File: src/uerl_pkg.sv
package uerl_pkg;

    // ------------------------------------------------------------
    // register offsets
    // ------------------------------------------------------------
    localparam logic [7:0] MUX_EQ_OFFSET = 8'h20;
    localparam logic [7:0] UP_EQ_OFFSET = 8'h21;
    localparam logic [7:0] LINK_CTRL_OFFSET = 8'h22;

    // ------------------------------------------------------------
    // reset values
    // ------------------------------------------------------------
    localparam logic [7:0] MUX_EQ_RESET = 8'h00;
    localparam logic [7:0] UP_EQ_RESET = 8'h00;
    localparam logic [7:0] LINK_CTRL_RESET = 8'h00;
    localparam logic [7:0] UNMAPPED_READ = 8'h00;

    // ------------------------------------------------------------
    // field positions
    // ------------------------------------------------------------
    localparam int SECOND_EQ_LSB = 4;
    localparam int FIRST_EQ_LSB = 0;
    localparam int UP_EQ_LSB = 0;
    localparam int EQ_FIELD_W = 4;
    localparam int COMPLIANCE_STATUS_BIT = 7;
    localparam int LOW_FREQ_SIGNAL_EQUALIZE_BIT = 6;
    localparam int EXIT_DEBOUNCE_BIT = 5;
    localparam int DETECT_INHIBIT_BIT = 4;
    localparam int DETECT_PERIOD_LSB = 2;
    localparam int COMPLIANCE_SEL_LSB = 0;
    // bits of register 0x22 that software may write
    localparam logic [7:0] LINK_CTRL_WMASK = 8'h7F;

    // ------------------------------------------------------------
    // strap level to equalizer level mapping
    // ------------------------------------------------------------
    localparam logic [3:0] STRAP_LEVEL_0 = 4'h0;
    localparam logic [3:0] STRAP_LEVEL_1 = 4'h1;
    localparam logic [3:0] STRAP_LEVEL_2 = 4'h2;
    localparam logic [3:0] STRAP_LEVEL_3 = 4'h3;
    localparam logic [3:0] LFPS_ZERO_LEVEL = 4'h0;

    // ------------------------------------------------------------
    // codes
    // ------------------------------------------------------------
    localparam logic [1:0] PERIOD_8MS = 2'h0;
    localparam logic [1:0] PERIOD_12MS = 2'h1;
    localparam logic [1:0] COMPLIANCE_BY_FSM = 2'h0;
    localparam logic [1:0] COMPLIANCE_DOWNSTREAM = 2'h1;
    localparam logic [1:0] COMPLIANCE_UPSTREAM = 2'h2;
    localparam logic [1:0] COMPLIANCE_NEVER = 2'h3;

    // ------------------------------------------------------------
    // timing
    // ------------------------------------------------------------
    localparam int CLK_KHZ = 20000;
    localparam int EXIT_DEBOUNCE_US = 200;
    localparam int EXIT_DEBOUNCE_CYC = (EXIT_DEBOUNCE_US * CLK_KHZ + 999) / 1000;
    localparam int DETECT_SHORT_MS = 8;
    localparam int DETECT_LONG_MS = 12;
    localparam int DETECT_SHORT_CYC = DETECT_SHORT_MS * CLK_KHZ;
    localparam int DETECT_LONG_CYC = DETECT_LONG_MS * CLK_KHZ;

endpackage

File: src/uerl_regs.sv
`timescale 1ns/10ps
module uerl_regs #(
    parameter int DETECT_SHORT_CYC = uerl_pkg::DETECT_SHORT_CYC,
    parameter int DETECT_LONG_CYC = uerl_pkg::DETECT_LONG_CYC
) (
    // clock and reset
    input wire logic clk_sys_i,
    input wire logic arst_n_i,
    // register port from the serial host front end
    input wire logic [7:0] reg_addr_i,
    input wire logic [7:0] reg_wdata_i,
    input wire logic reg_wr_i,
    input wire logic reg_rd_i,
    output logic [7:0] reg_rdata_o,
    // override bit held in the general register
    input wire logic equalizer_software_control_i,
    // strap pins
    input wire logic [1:0] general_equalizer_straps_i,
    input wire logic [1:0] upstream_equalizer_straps_i,
    // link side
    input wire logic lfps_detect_i,
    input wire logic low_power_state_i,
    input wire logic fsm_compliance_req_i,
    // equalizer levels applied to the receivers
    output logic [3:0] first_rx_equalizer_level_o,
    output logic [3:0] second_rx_equalizer_level_o,
    output logic [3:0] upstream_rx_equalizer_level_o,
    // link control
    output logic low_power_exit_o,
    output logic rx_detect_pulse_o,
    output logic compliance_status_o,
    output logic compliance_downstream_o,
    output logic compliance_upstream_o
);
    import uerl_pkg::*;

    localparam int DET_W = $clog2(DETECT_LONG_CYC + 1);
    localparam int DEB_W = $clog2(EXIT_DEBOUNCE_CYC + 1);

    // ------------------------------------------------------------
    // helpers
    // ------------------------------------------------------------
    function automatic logic [3:0] strap_level(input logic [1:0] strap);
        logic [3:0] lvl;
        lvl = STRAP_LEVEL_0;
        unique case (strap)
            2'h0: lvl = STRAP_LEVEL_0;
            2'h1: lvl = STRAP_LEVEL_1;
            2'h2: lvl = STRAP_LEVEL_2;
            2'h3: lvl = STRAP_LEVEL_3;
        endcase
        return lvl;
    endfunction

    function automatic logic [3:0] lfps_level(input logic [3:0] lvl, input logic lfps,
                                              input logic keep);
        return (lfps && !keep) ? LFPS_ZERO_LEVEL : lvl;
    endfunction

    // one-hot select of the addressed register, zero when unmapped
    function automatic logic [2:0] reg_select(input logic [7:0] addr);
        logic [2:0] sel;
        sel = 3'h0;
        unique case (addr)
            MUX_EQ_OFFSET: sel = 3'h1;
            UP_EQ_OFFSET: sel = 3'h2;
            LINK_CTRL_OFFSET: sel = 3'h4;
            default: sel = 3'h0;
        endcase
        return sel;
    endfunction

    // ------------------------------------------------------------
    // pin synchronisers
    // ------------------------------------------------------------
    logic [4:0] sync1_reg;
    logic [4:0] sync2_reg;
    logic [4:0] sync3_reg;
    logic [4:0] pin_stable_reg;
    logic [4:0] pins_raw;

    assign pins_raw = {lfps_detect_i, upstream_equalizer_straps_i, general_equalizer_straps_i};

    always_ff @(posedge clk_sys_i or negedge arst_n_i) begin
        if (!arst_n_i) begin
            sync1_reg <= 5'h00;
            sync2_reg <= 5'h00;
            sync3_reg <= 5'h00;
        end else begin
            sync1_reg <= pins_raw;
            sync2_reg <= sync1_reg;
            sync3_reg <= sync2_reg;
        end
    end

    genvar gi;
    generate
        for (gi = 0; gi < 5; gi++) begin : g_pin
            always_ff @(posedge clk_sys_i or negedge arst_n_i) begin
                if (!arst_n_i) begin
                    pin_stable_reg[gi] <= 1'b0;
                end else if (sync2_reg[gi] == sync3_reg[gi]) begin
                    pin_stable_reg[gi] <= sync3_reg[gi];
                end
            end
        end
    endgenerate

    logic [1:0] gen_strap;
    logic [1:0] up_strap;
    logic lfps_seen;

    assign gen_strap = pin_stable_reg[1:0];
    assign up_strap = pin_stable_reg[3:2];
    assign lfps_seen = pin_stable_reg[4];

    // ------------------------------------------------------------
    // registers
    // ------------------------------------------------------------
    logic [3:0] second_eq_reg;
    logic [3:0] first_eq_reg;
    logic [3:0] up_eq_reg;
    logic [6:0] link_ctrl_reg;
    logic compliance_status_reg;
    logic wr_mux;
    logic wr_up;
    logic wr_link;
    logic [2:0] addr_sel;

    assign addr_sel = reg_select(reg_addr_i);
    assign wr_mux = reg_wr_i && addr_sel[0];
    assign wr_up = reg_wr_i && addr_sel[1];
    assign wr_link = reg_wr_i && addr_sel[2];

    // strap value tracks while override clear, software owns it while set
    always_ff @(posedge clk_sys_i or negedge arst_n_i) begin
        if (!arst_n_i) begin
            second_eq_reg <= MUX_EQ_RESET[SECOND_EQ_LSB +: EQ_FIELD_W];
        end else if (!equalizer_software_control_i) begin
            second_eq_reg <= strap_level(gen_strap);
        end else if (wr_mux) begin
            second_eq_reg <= reg_wdata_i[SECOND_EQ_LSB +: EQ_FIELD_W];
        end
    end

    always_ff @(posedge clk_sys_i or negedge arst_n_i) begin
        if (!arst_n_i) begin
            first_eq_reg <= MUX_EQ_RESET[FIRST_EQ_LSB +: EQ_FIELD_W];
        end else if (!equalizer_software_control_i) begin
            first_eq_reg <= strap_level(gen_strap);
        end else if (wr_mux) begin
            first_eq_reg <= reg_wdata_i[FIRST_EQ_LSB +: EQ_FIELD_W];
        end
    end

    always_ff @(posedge clk_sys_i or negedge arst_n_i) begin
        if (!arst_n_i) begin
            up_eq_reg <= UP_EQ_RESET[UP_EQ_LSB +: EQ_FIELD_W];
        end else if (!equalizer_software_control_i) begin
            up_eq_reg <= strap_level(up_strap);
        end else if (wr_up) begin
            up_eq_reg <= reg_wdata_i[UP_EQ_LSB +: EQ_FIELD_W];
        end
    end

    always_ff @(posedge clk_sys_i or negedge arst_n_i) begin
        if (!arst_n_i) begin
            link_ctrl_reg <= LINK_CTRL_RESET[6:0];
        end else if (wr_link) begin
            link_ctrl_reg <= reg_wdata_i[6:0] & LINK_CTRL_WMASK[6:0];
        end
    end

    logic keep_eq_in_lfps;
    logic debounce_on;
    logic detect_inhibit;
    logic [1:0] detect_period;
    logic [1:0] compliance_sel;

    assign keep_eq_in_lfps = link_ctrl_reg[LOW_FREQ_SIGNAL_EQUALIZE_BIT];
    assign debounce_on = link_ctrl_reg[EXIT_DEBOUNCE_BIT];
    assign detect_inhibit = link_ctrl_reg[DETECT_INHIBIT_BIT];
    assign detect_period = link_ctrl_reg[DETECT_PERIOD_LSB +: 2];
    assign compliance_sel = link_ctrl_reg[COMPLIANCE_SEL_LSB +: 2];

    // ------------------------------------------------------------
    // read path
    // ------------------------------------------------------------
    always_ff @(posedge clk_sys_i or negedge arst_n_i) begin
        if (!arst_n_i) begin
            reg_rdata_o <= UNMAPPED_READ;
        end else if (reg_rd_i) begin
            unique case (reg_addr_i)
                MUX_EQ_OFFSET: reg_rdata_o <= {second_eq_reg, first_eq_reg};
                UP_EQ_OFFSET: reg_rdata_o <= {4'h0, up_eq_reg};
                LINK_CTRL_OFFSET: reg_rdata_o <= {compliance_status_reg, link_ctrl_reg};
                default: reg_rdata_o <= UNMAPPED_READ;
            endcase
        end
    end

    // ------------------------------------------------------------
    // applied equalizer levels
    // ------------------------------------------------------------
    always_ff @(posedge clk_sys_i or negedge arst_n_i) begin
        if (!arst_n_i) begin
            first_rx_equalizer_level_o <= LFPS_ZERO_LEVEL;
        end else begin
            first_rx_equalizer_level_o <= lfps_level(first_eq_reg, lfps_seen,
                                                     keep_eq_in_lfps);
        end
    end

    always_ff @(posedge clk_sys_i or negedge arst_n_i) begin
        if (!arst_n_i) begin
            second_rx_equalizer_level_o <= LFPS_ZERO_LEVEL;
        end else begin
            second_rx_equalizer_level_o <= lfps_level(second_eq_reg, lfps_seen,
                                                      keep_eq_in_lfps);
        end
    end

    always_ff @(posedge clk_sys_i or negedge arst_n_i) begin
        if (!arst_n_i) begin
            upstream_rx_equalizer_level_o <= LFPS_ZERO_LEVEL;
        end else begin
            upstream_rx_equalizer_level_o <= lfps_level(up_eq_reg, lfps_seen,
                                                        keep_eq_in_lfps);
        end
    end

    // ------------------------------------------------------------
    // low-power exit debounce
    // ------------------------------------------------------------
    logic [DEB_W-1:0] deb_cnt_reg;
    logic deb_done;

    assign deb_done = (deb_cnt_reg == DEB_W'(EXIT_DEBOUNCE_CYC));

    always_ff @(posedge clk_sys_i or negedge arst_n_i) begin
        if (!arst_n_i) begin
            deb_cnt_reg <= '0;
        end else if (!lfps_seen) begin
            deb_cnt_reg <= '0;
        end else if (!deb_done) begin
            deb_cnt_reg <= deb_cnt_reg + DEB_W'(1);
        end
    end

    always_ff @(posedge clk_sys_i or negedge arst_n_i) begin
        if (!arst_n_i) begin
            low_power_exit_o <= 1'b0;
        end else begin
            low_power_exit_o <= low_power_state_i && lfps_seen
                                && (!debounce_on || deb_done);
        end
    end

    // ------------------------------------------------------------
    // receiver detect timer
    // ------------------------------------------------------------
    logic [DET_W-1:0] det_cnt_reg;
    logic [DET_W-1:0] det_last;
    logic det_allowed;

    assign det_last = (detect_period == PERIOD_12MS) ? DET_W'(DETECT_LONG_CYC - 1)
                                                     : DET_W'(DETECT_SHORT_CYC - 1);
    assign det_allowed = !(detect_inhibit && low_power_state_i);

    always_ff @(posedge clk_sys_i or negedge arst_n_i) begin
        if (!arst_n_i) begin
            det_cnt_reg <= '0;
        end else if (det_cnt_reg >= det_last) begin
            det_cnt_reg <= '0;
        end else begin
            det_cnt_reg <= det_cnt_reg + DET_W'(1);
        end
    end

    always_ff @(posedge clk_sys_i or negedge arst_n_i) begin
        if (!arst_n_i) begin
            rx_detect_pulse_o <= 1'b0;
        end else begin
            rx_detect_pulse_o <= det_allowed && (det_cnt_reg >= det_last);
        end
    end

    // ------------------------------------------------------------
    // compliance mode
    // ------------------------------------------------------------
    always_ff @(posedge clk_sys_i or negedge arst_n_i) begin
        if (!arst_n_i) begin
            compliance_status_reg <= 1'b0;
            compliance_status_o <= 1'b0;
            compliance_downstream_o <= 1'b0;
            compliance_upstream_o <= 1'b0;
        end else begin
            unique case (compliance_sel)
                COMPLIANCE_BY_FSM: begin
                    compliance_status_reg <= fsm_compliance_req_i;
                    compliance_status_o <= fsm_compliance_req_i;
                    compliance_downstream_o <= 1'b0;
                    compliance_upstream_o <= 1'b0;
                end
                COMPLIANCE_DOWNSTREAM: begin
                    compliance_status_reg <= 1'b1;
                    compliance_status_o <= 1'b1;
                    compliance_downstream_o <= 1'b1;
                    compliance_upstream_o <= 1'b0;
                end
                COMPLIANCE_UPSTREAM: begin
                    compliance_status_reg <= 1'b1;
                    compliance_status_o <= 1'b1;
                    compliance_downstream_o <= 1'b0;
                    compliance_upstream_o <= 1'b1;
                end
                COMPLIANCE_NEVER: begin
                    compliance_status_reg <= 1'b0;
                    compliance_status_o <= 1'b0;
                    compliance_downstream_o <= 1'b0;
                    compliance_upstream_o <= 1'b0;
                end
            endcase
        end
    end

endmodule

File: config.mk
export PLATFORM = sky130hd
export DESIGN_NAME = uerl_regs
export DESIGN_NICKNAME = d
export VERILOG_FILES = /design/src/uerl_pkg.sv /design/src/uerl_regs.sv
export SDC_FILE = /design/constraint.sdc
export NUM_CORES = 1
export LEC_CHECK = 0
export ABC_CLOCK_PERIOD_IN_PS = 6650
export CAP_MARGIN = 20
export CORE_ASPECT_RATIO = 0.6
export CORE_MARGIN = 1
export CORE_UTILIZATION = 30
export CTS_CLUSTER_DIAMETER = 80
export DETAILED_ROUTE_END_ITERATION = 10
export DONT_BUFFER_PORTS = 1
export HOLD_SLACK_MARGIN = 0.12
export SETUP_SLACK_MARGIN = 0.3
export SYNTH_ARGS = -nofsm -noshare
export SYNTH_HDL_FRONTEND = slang
export SYNTH_SLANG_ARGS = --single-unit
File: constraint.sdc
create_clock -name clk_sys_i -period 6.65 [get_ports clk_sys_i]
set_input_delay 0.9975 -clock clk_sys_i [delete_from_list [all_inputs] [get_ports clk_sys_i]]
set_output_delay 0.9975 -clock clk_sys_i [all_outputs]
set_load 0.02 [all_outputs]
==> results.txt <==
----------------------------------------------------
[Final layout]
  Cell area after layout ... 0.00450 sq mm
  FF/Latch Area ... 0.00235 sq mm
  Fraction of final layout cells sized beyond drive strength 1 ... about a tenth
  Area added between synthesis and finish ... 11.3%
  Final core utilization ... around a third
  Multi-input logic area ... 0.00160 sq mm
  Finished Layout Cells ... 517
  Layout fillers ... 1266
  Net count of the finished layout ... between 300 and 400
  Flip-flop count of the largest register, all copies and words added ... 18
  Antenna cells ... 0

[Synth]
  Simple-gate area share of the yosys netlist ... 16.9%
  Count of state elements after synthesis ... 94
  Multiplexer area fraction after synthesis ... approximately 7.4%
  Mapped Nets ... about 380
  Most common cell in the netlist ... dfrtp_1
  Cell type with the largest total area after synthesis ... dfrtp_1
  Dominant combinational cell family by area after synthesis ... simple AND/OR/NAND/NOR gates
  Yosys warning total ... 0
  Most frequently used flop master after synthesis ... dfrtp_1
  Most frequent cells after synthesis ... dfrtp_1, nor2_1, and2_1, mux2i_1, nand2_1
  Fraction of synthesis flops using an asynchronous set or reset pin ... between 90% and 100%
  Post-synthesis sequential area ratio ... between 50% and 60%
  Number of distinct library cell variants in the gate-level netlist after synthesis ... 46
  Compound-cell area share of the yosys netlist ... 5.81%
  Gate Count Post-Synth ... 341
  Cell types occupying the most area after synthesis ... dfrtp_1, mux2i_1, and2_1, xnor2_1, nor2_1
  Cell Area, Synth ... 0.00405 sq mm
  Number of synthesized flops with an enable pin ... 0
  Area fraction of the dominant cell type after synthesis ... 58.1%
  Synth Area in Adders ... 4.02%
  Avg Inst Size Synth ... approximately 12 sq um
  Synthesized-area fraction occupied by xor and xnor cells ... 5.19%

[Setup path]
  CP endpoint kind ... flop
  Peak per-stage delay on the critical path ... about 0.77 ns
  Critical-path cell with the highest stage delay ... o311ai_4
  CP Max Fanout ... 19
  Critical path, cell by cell ... nor2b_4 > inv_2 > ha_1 > nand4b_1 > o2bb2ai_2 > a2111oi_2 > o311ai_4 > a21boi_1
  Number of stages on the worst setup path ... 8
  WP data required ... 6.91 ns
  Crit path DAT ... 2.92 ns
  Number of buffers and inverters on the critical path ... 1
  Setup Crit Path Kind ... flop to flop
  Family with the most delay on the worst path ... compound AO/OA/AOI/OAI gates
  Element type at the critical path start ... flop
  Path depth of the worst reg2reg path ... 8

[Clock tree]
  Register clock-pin slew on the reported worst setup and hold paths ... approximately 0.060 ns
  Latest clock arrival within the worst-skew pair ... 0.34 ns
  Maximum buffer depth of the clock tree ... 2
  Number of cells upsized or downsized after cts ... 0
  Number of CTS-inserted buffers ... 9
  Post CTS Setup Buffer Count ... 0
  Number of levels in the clock H-tree ... 3
  CTS root buffer ... clkbuf_16
  Number of buffers added to fix hold violations after cts ... 0
  Sink Count ... 94
  Clock tree from TritonCTS ... done

[Power and ir drop]
  Total internal power ... ~0.91 mW
  Proportion of power drawn by flip-flops and latches ... 53.4%
  Switching share of power ... 22.1%
  Maximum resistive drop on vdd ... around 0.00011 V
  Leak Pwr ... just under 2 nW
  Total power of the final layout ... 1.16 mW
  Pwr Density ... 258 mW/mm^2
  Clock power frac ... between 40% and 50%
  Net switching power ... 0.257 mW
  Relative contribution of combinational cells to total power ... 3.6%

[Placed design]
  Area of placed instances ... 0.00422 sq mm
  Placer congestion estimate ... 0.766
  IO Port Bufs ... 0
  Sum of net half-perimeters after detailed placement ... between 5000 and 6000 microns
  Post-placement worst setup slack ... 3.58 ns
  DP Cell Count ... 502

[Global route]
  Number of global-route vias before repair ... 2467
  Initial antenna violation count ... 0
  Global Route Usage Sum ... 12.9%
  Maximum number of pins on one net before global-route repair ... 95
  Wire length of the first global-routing pass ... 13600 microns
  Total grt overflow ... 0

[STA]
  Setup TNS ... 0 ns
  Slew Viols, Final ... 0
  Post-layout min period ... 2.66 ns
  Measured slew at the worst slew-check pin ... ~0.84 ns
  Clk_skew ... 0.00491 ns
  Final setup violation count ... 0
  Max-slew headroom at the worst pin ... approximately 44%
  Final Hold Viols ... 0
  Worst hold slack after final layout ... 0.348 ns
  Unrepaired setup endpoints after global routing ... false
  Minimum setup slack in the final design ... 3.99 ns
  FMAX ... around 0.38 GHz
  Portion of the clock cycle consumed by the worst path in the final layout ... 40.0%

[Floorplanning]
  Height of the chip ... a little over 90 microns
  I/O pin cnt ... 53
  Effective utilization at floorplan ... 31.1%
  Row count ... 32
  Die Width ... 152 microns
  Area enclosed by the die boundary ... 0.0140 sq mm
  Standard cell core area ... 0.0130 sq mm

[Drt]
  Iteration count of the initial detailed-routing pass ... 8
  Wirelength, routed ... 8400 microns
  Drc violations ... 12
  Number of design-rule violations left by the first detailed-router iteration ... between 100 and 150
  Routed len/inst ... between 15 and 20 microns
  Overall via count from detail_route ... 2449
  Via density per instance ... approximately 4.7
  Antenna viol nets, final ... 0

[Min path]
  Worst hold path class ... input port to async pin

[Outcome]
  Outcome ... finished with violations
  Failing checks ... DRC

[Run]
  Maximum capacitance violations ... 0

----------------------------------------------------
==> logic make-up after synthesis <==
group / count (synthesis)
xor gates and xnor gates: 24
AOI/OAI and AO/OA: 33
buffers and inverters: 24
and+or+nand+nor: 123
DFF: 94
muxes: 29
adders and majority gates: 14
==> worst reg2reg max path: cells and delay by family, from the launching register on <==
kind / cells / cell delay (ns)
compound gates: 4 / 1.32
fa+ha+maj: 1 / 0.34
simple gates: 2 / 0.38
buf+inv: 1 / 0.12
flops: 1 / 0.42
==> layout make-up <==
| class | instances | share of cell area, % |
|---|---|---|
| multi-input cells | 223 | 35.4 |
| repair buffers | 1 | 0.167 |
| inverters | 15 | 1.25 |
| well taps | 170 | 4.72 |
| clock inverters | 3 | 1.03 |
| clock buffers | 11 | 5.17 |
| flip-flops and latches | 94 | 52.2 |
==> per-layer routing <==
metal / wire, microns / up-vias / global-route usage (%) / share of wire (%)
met5: 0 / - / 0 / 0
met4: 69 / 0 / 3.32 / 0.82
met3: 485 / 8 / 4.68 / 5.8
met2: 3520 / 56 / 18.4 / 42
met1: 4330 / 1217 / 18.3 / 52
li1: - / 1168 / - / -
==> power groups by stage <==
stage / Combinational [mW] / Clock (mW) / Sequential [mW]
floorplan: 0.0380 / 0 / 0.624
CTS: 0.0427 / 0.513 / 0.622
detailed placement: 0.0426 / 0 / 0.632
finish: 0.0421 / 0.499 / 0.621
global placement: 0.0404 / 0 / 0.632
global route: 0.0470 / 0.539 / 0.624
==> final timing paths <==
kind	to	start	slack, ns
hold / removal	det_cnt_reg[3]	arst_n_i	0.35
min in group clk_sys_i	sync2_reg[3]	sync1_reg[3]	0.35
hold reg to reg	sync2_reg[3]	sync1_reg[3]	0.35
max in group asynchronous	gen_strap[1]	arst_n_i	6.15
setup / recovery	rx_detect_pulse_o	link_ctrl_reg[3]	3.99
setup reg to reg	rx_detect_pulse_o	link_ctrl_reg[3]	3.99
==> cells in the final DEF (no fill, tap or decap), drive strengths merged, types with 2 or more instances in the layout <==
| cell type | n |
|---|---|
| a21boi | 3 |
| a21oi | 13 |
| and2 | 23 |
| and3 | 2 |
| and4 | 3 |
| clkbuf | 11 |
| dfrtp | 94 |
| ha | 9 |
| inv | 16 |
| maj3 | 5 |
| mux2 | 8 |
| mux2i | 21 |
| nand2 | 15 |
| nand3 | 11 |
| nand3b | 2 |
| nand4 | 7 |
| nand4b | 2 |
| nor2 | 34 |
| nor2b | 10 |
| nor3 | 6 |
| nor4 | 2 |
| o21ai | 3 |
| o22ai | 8 |
| or3 | 2 |
| xnor2 | 14 |
| xor2 | 10 |
No activity file was read; power rests on OpenSTA's default activity.
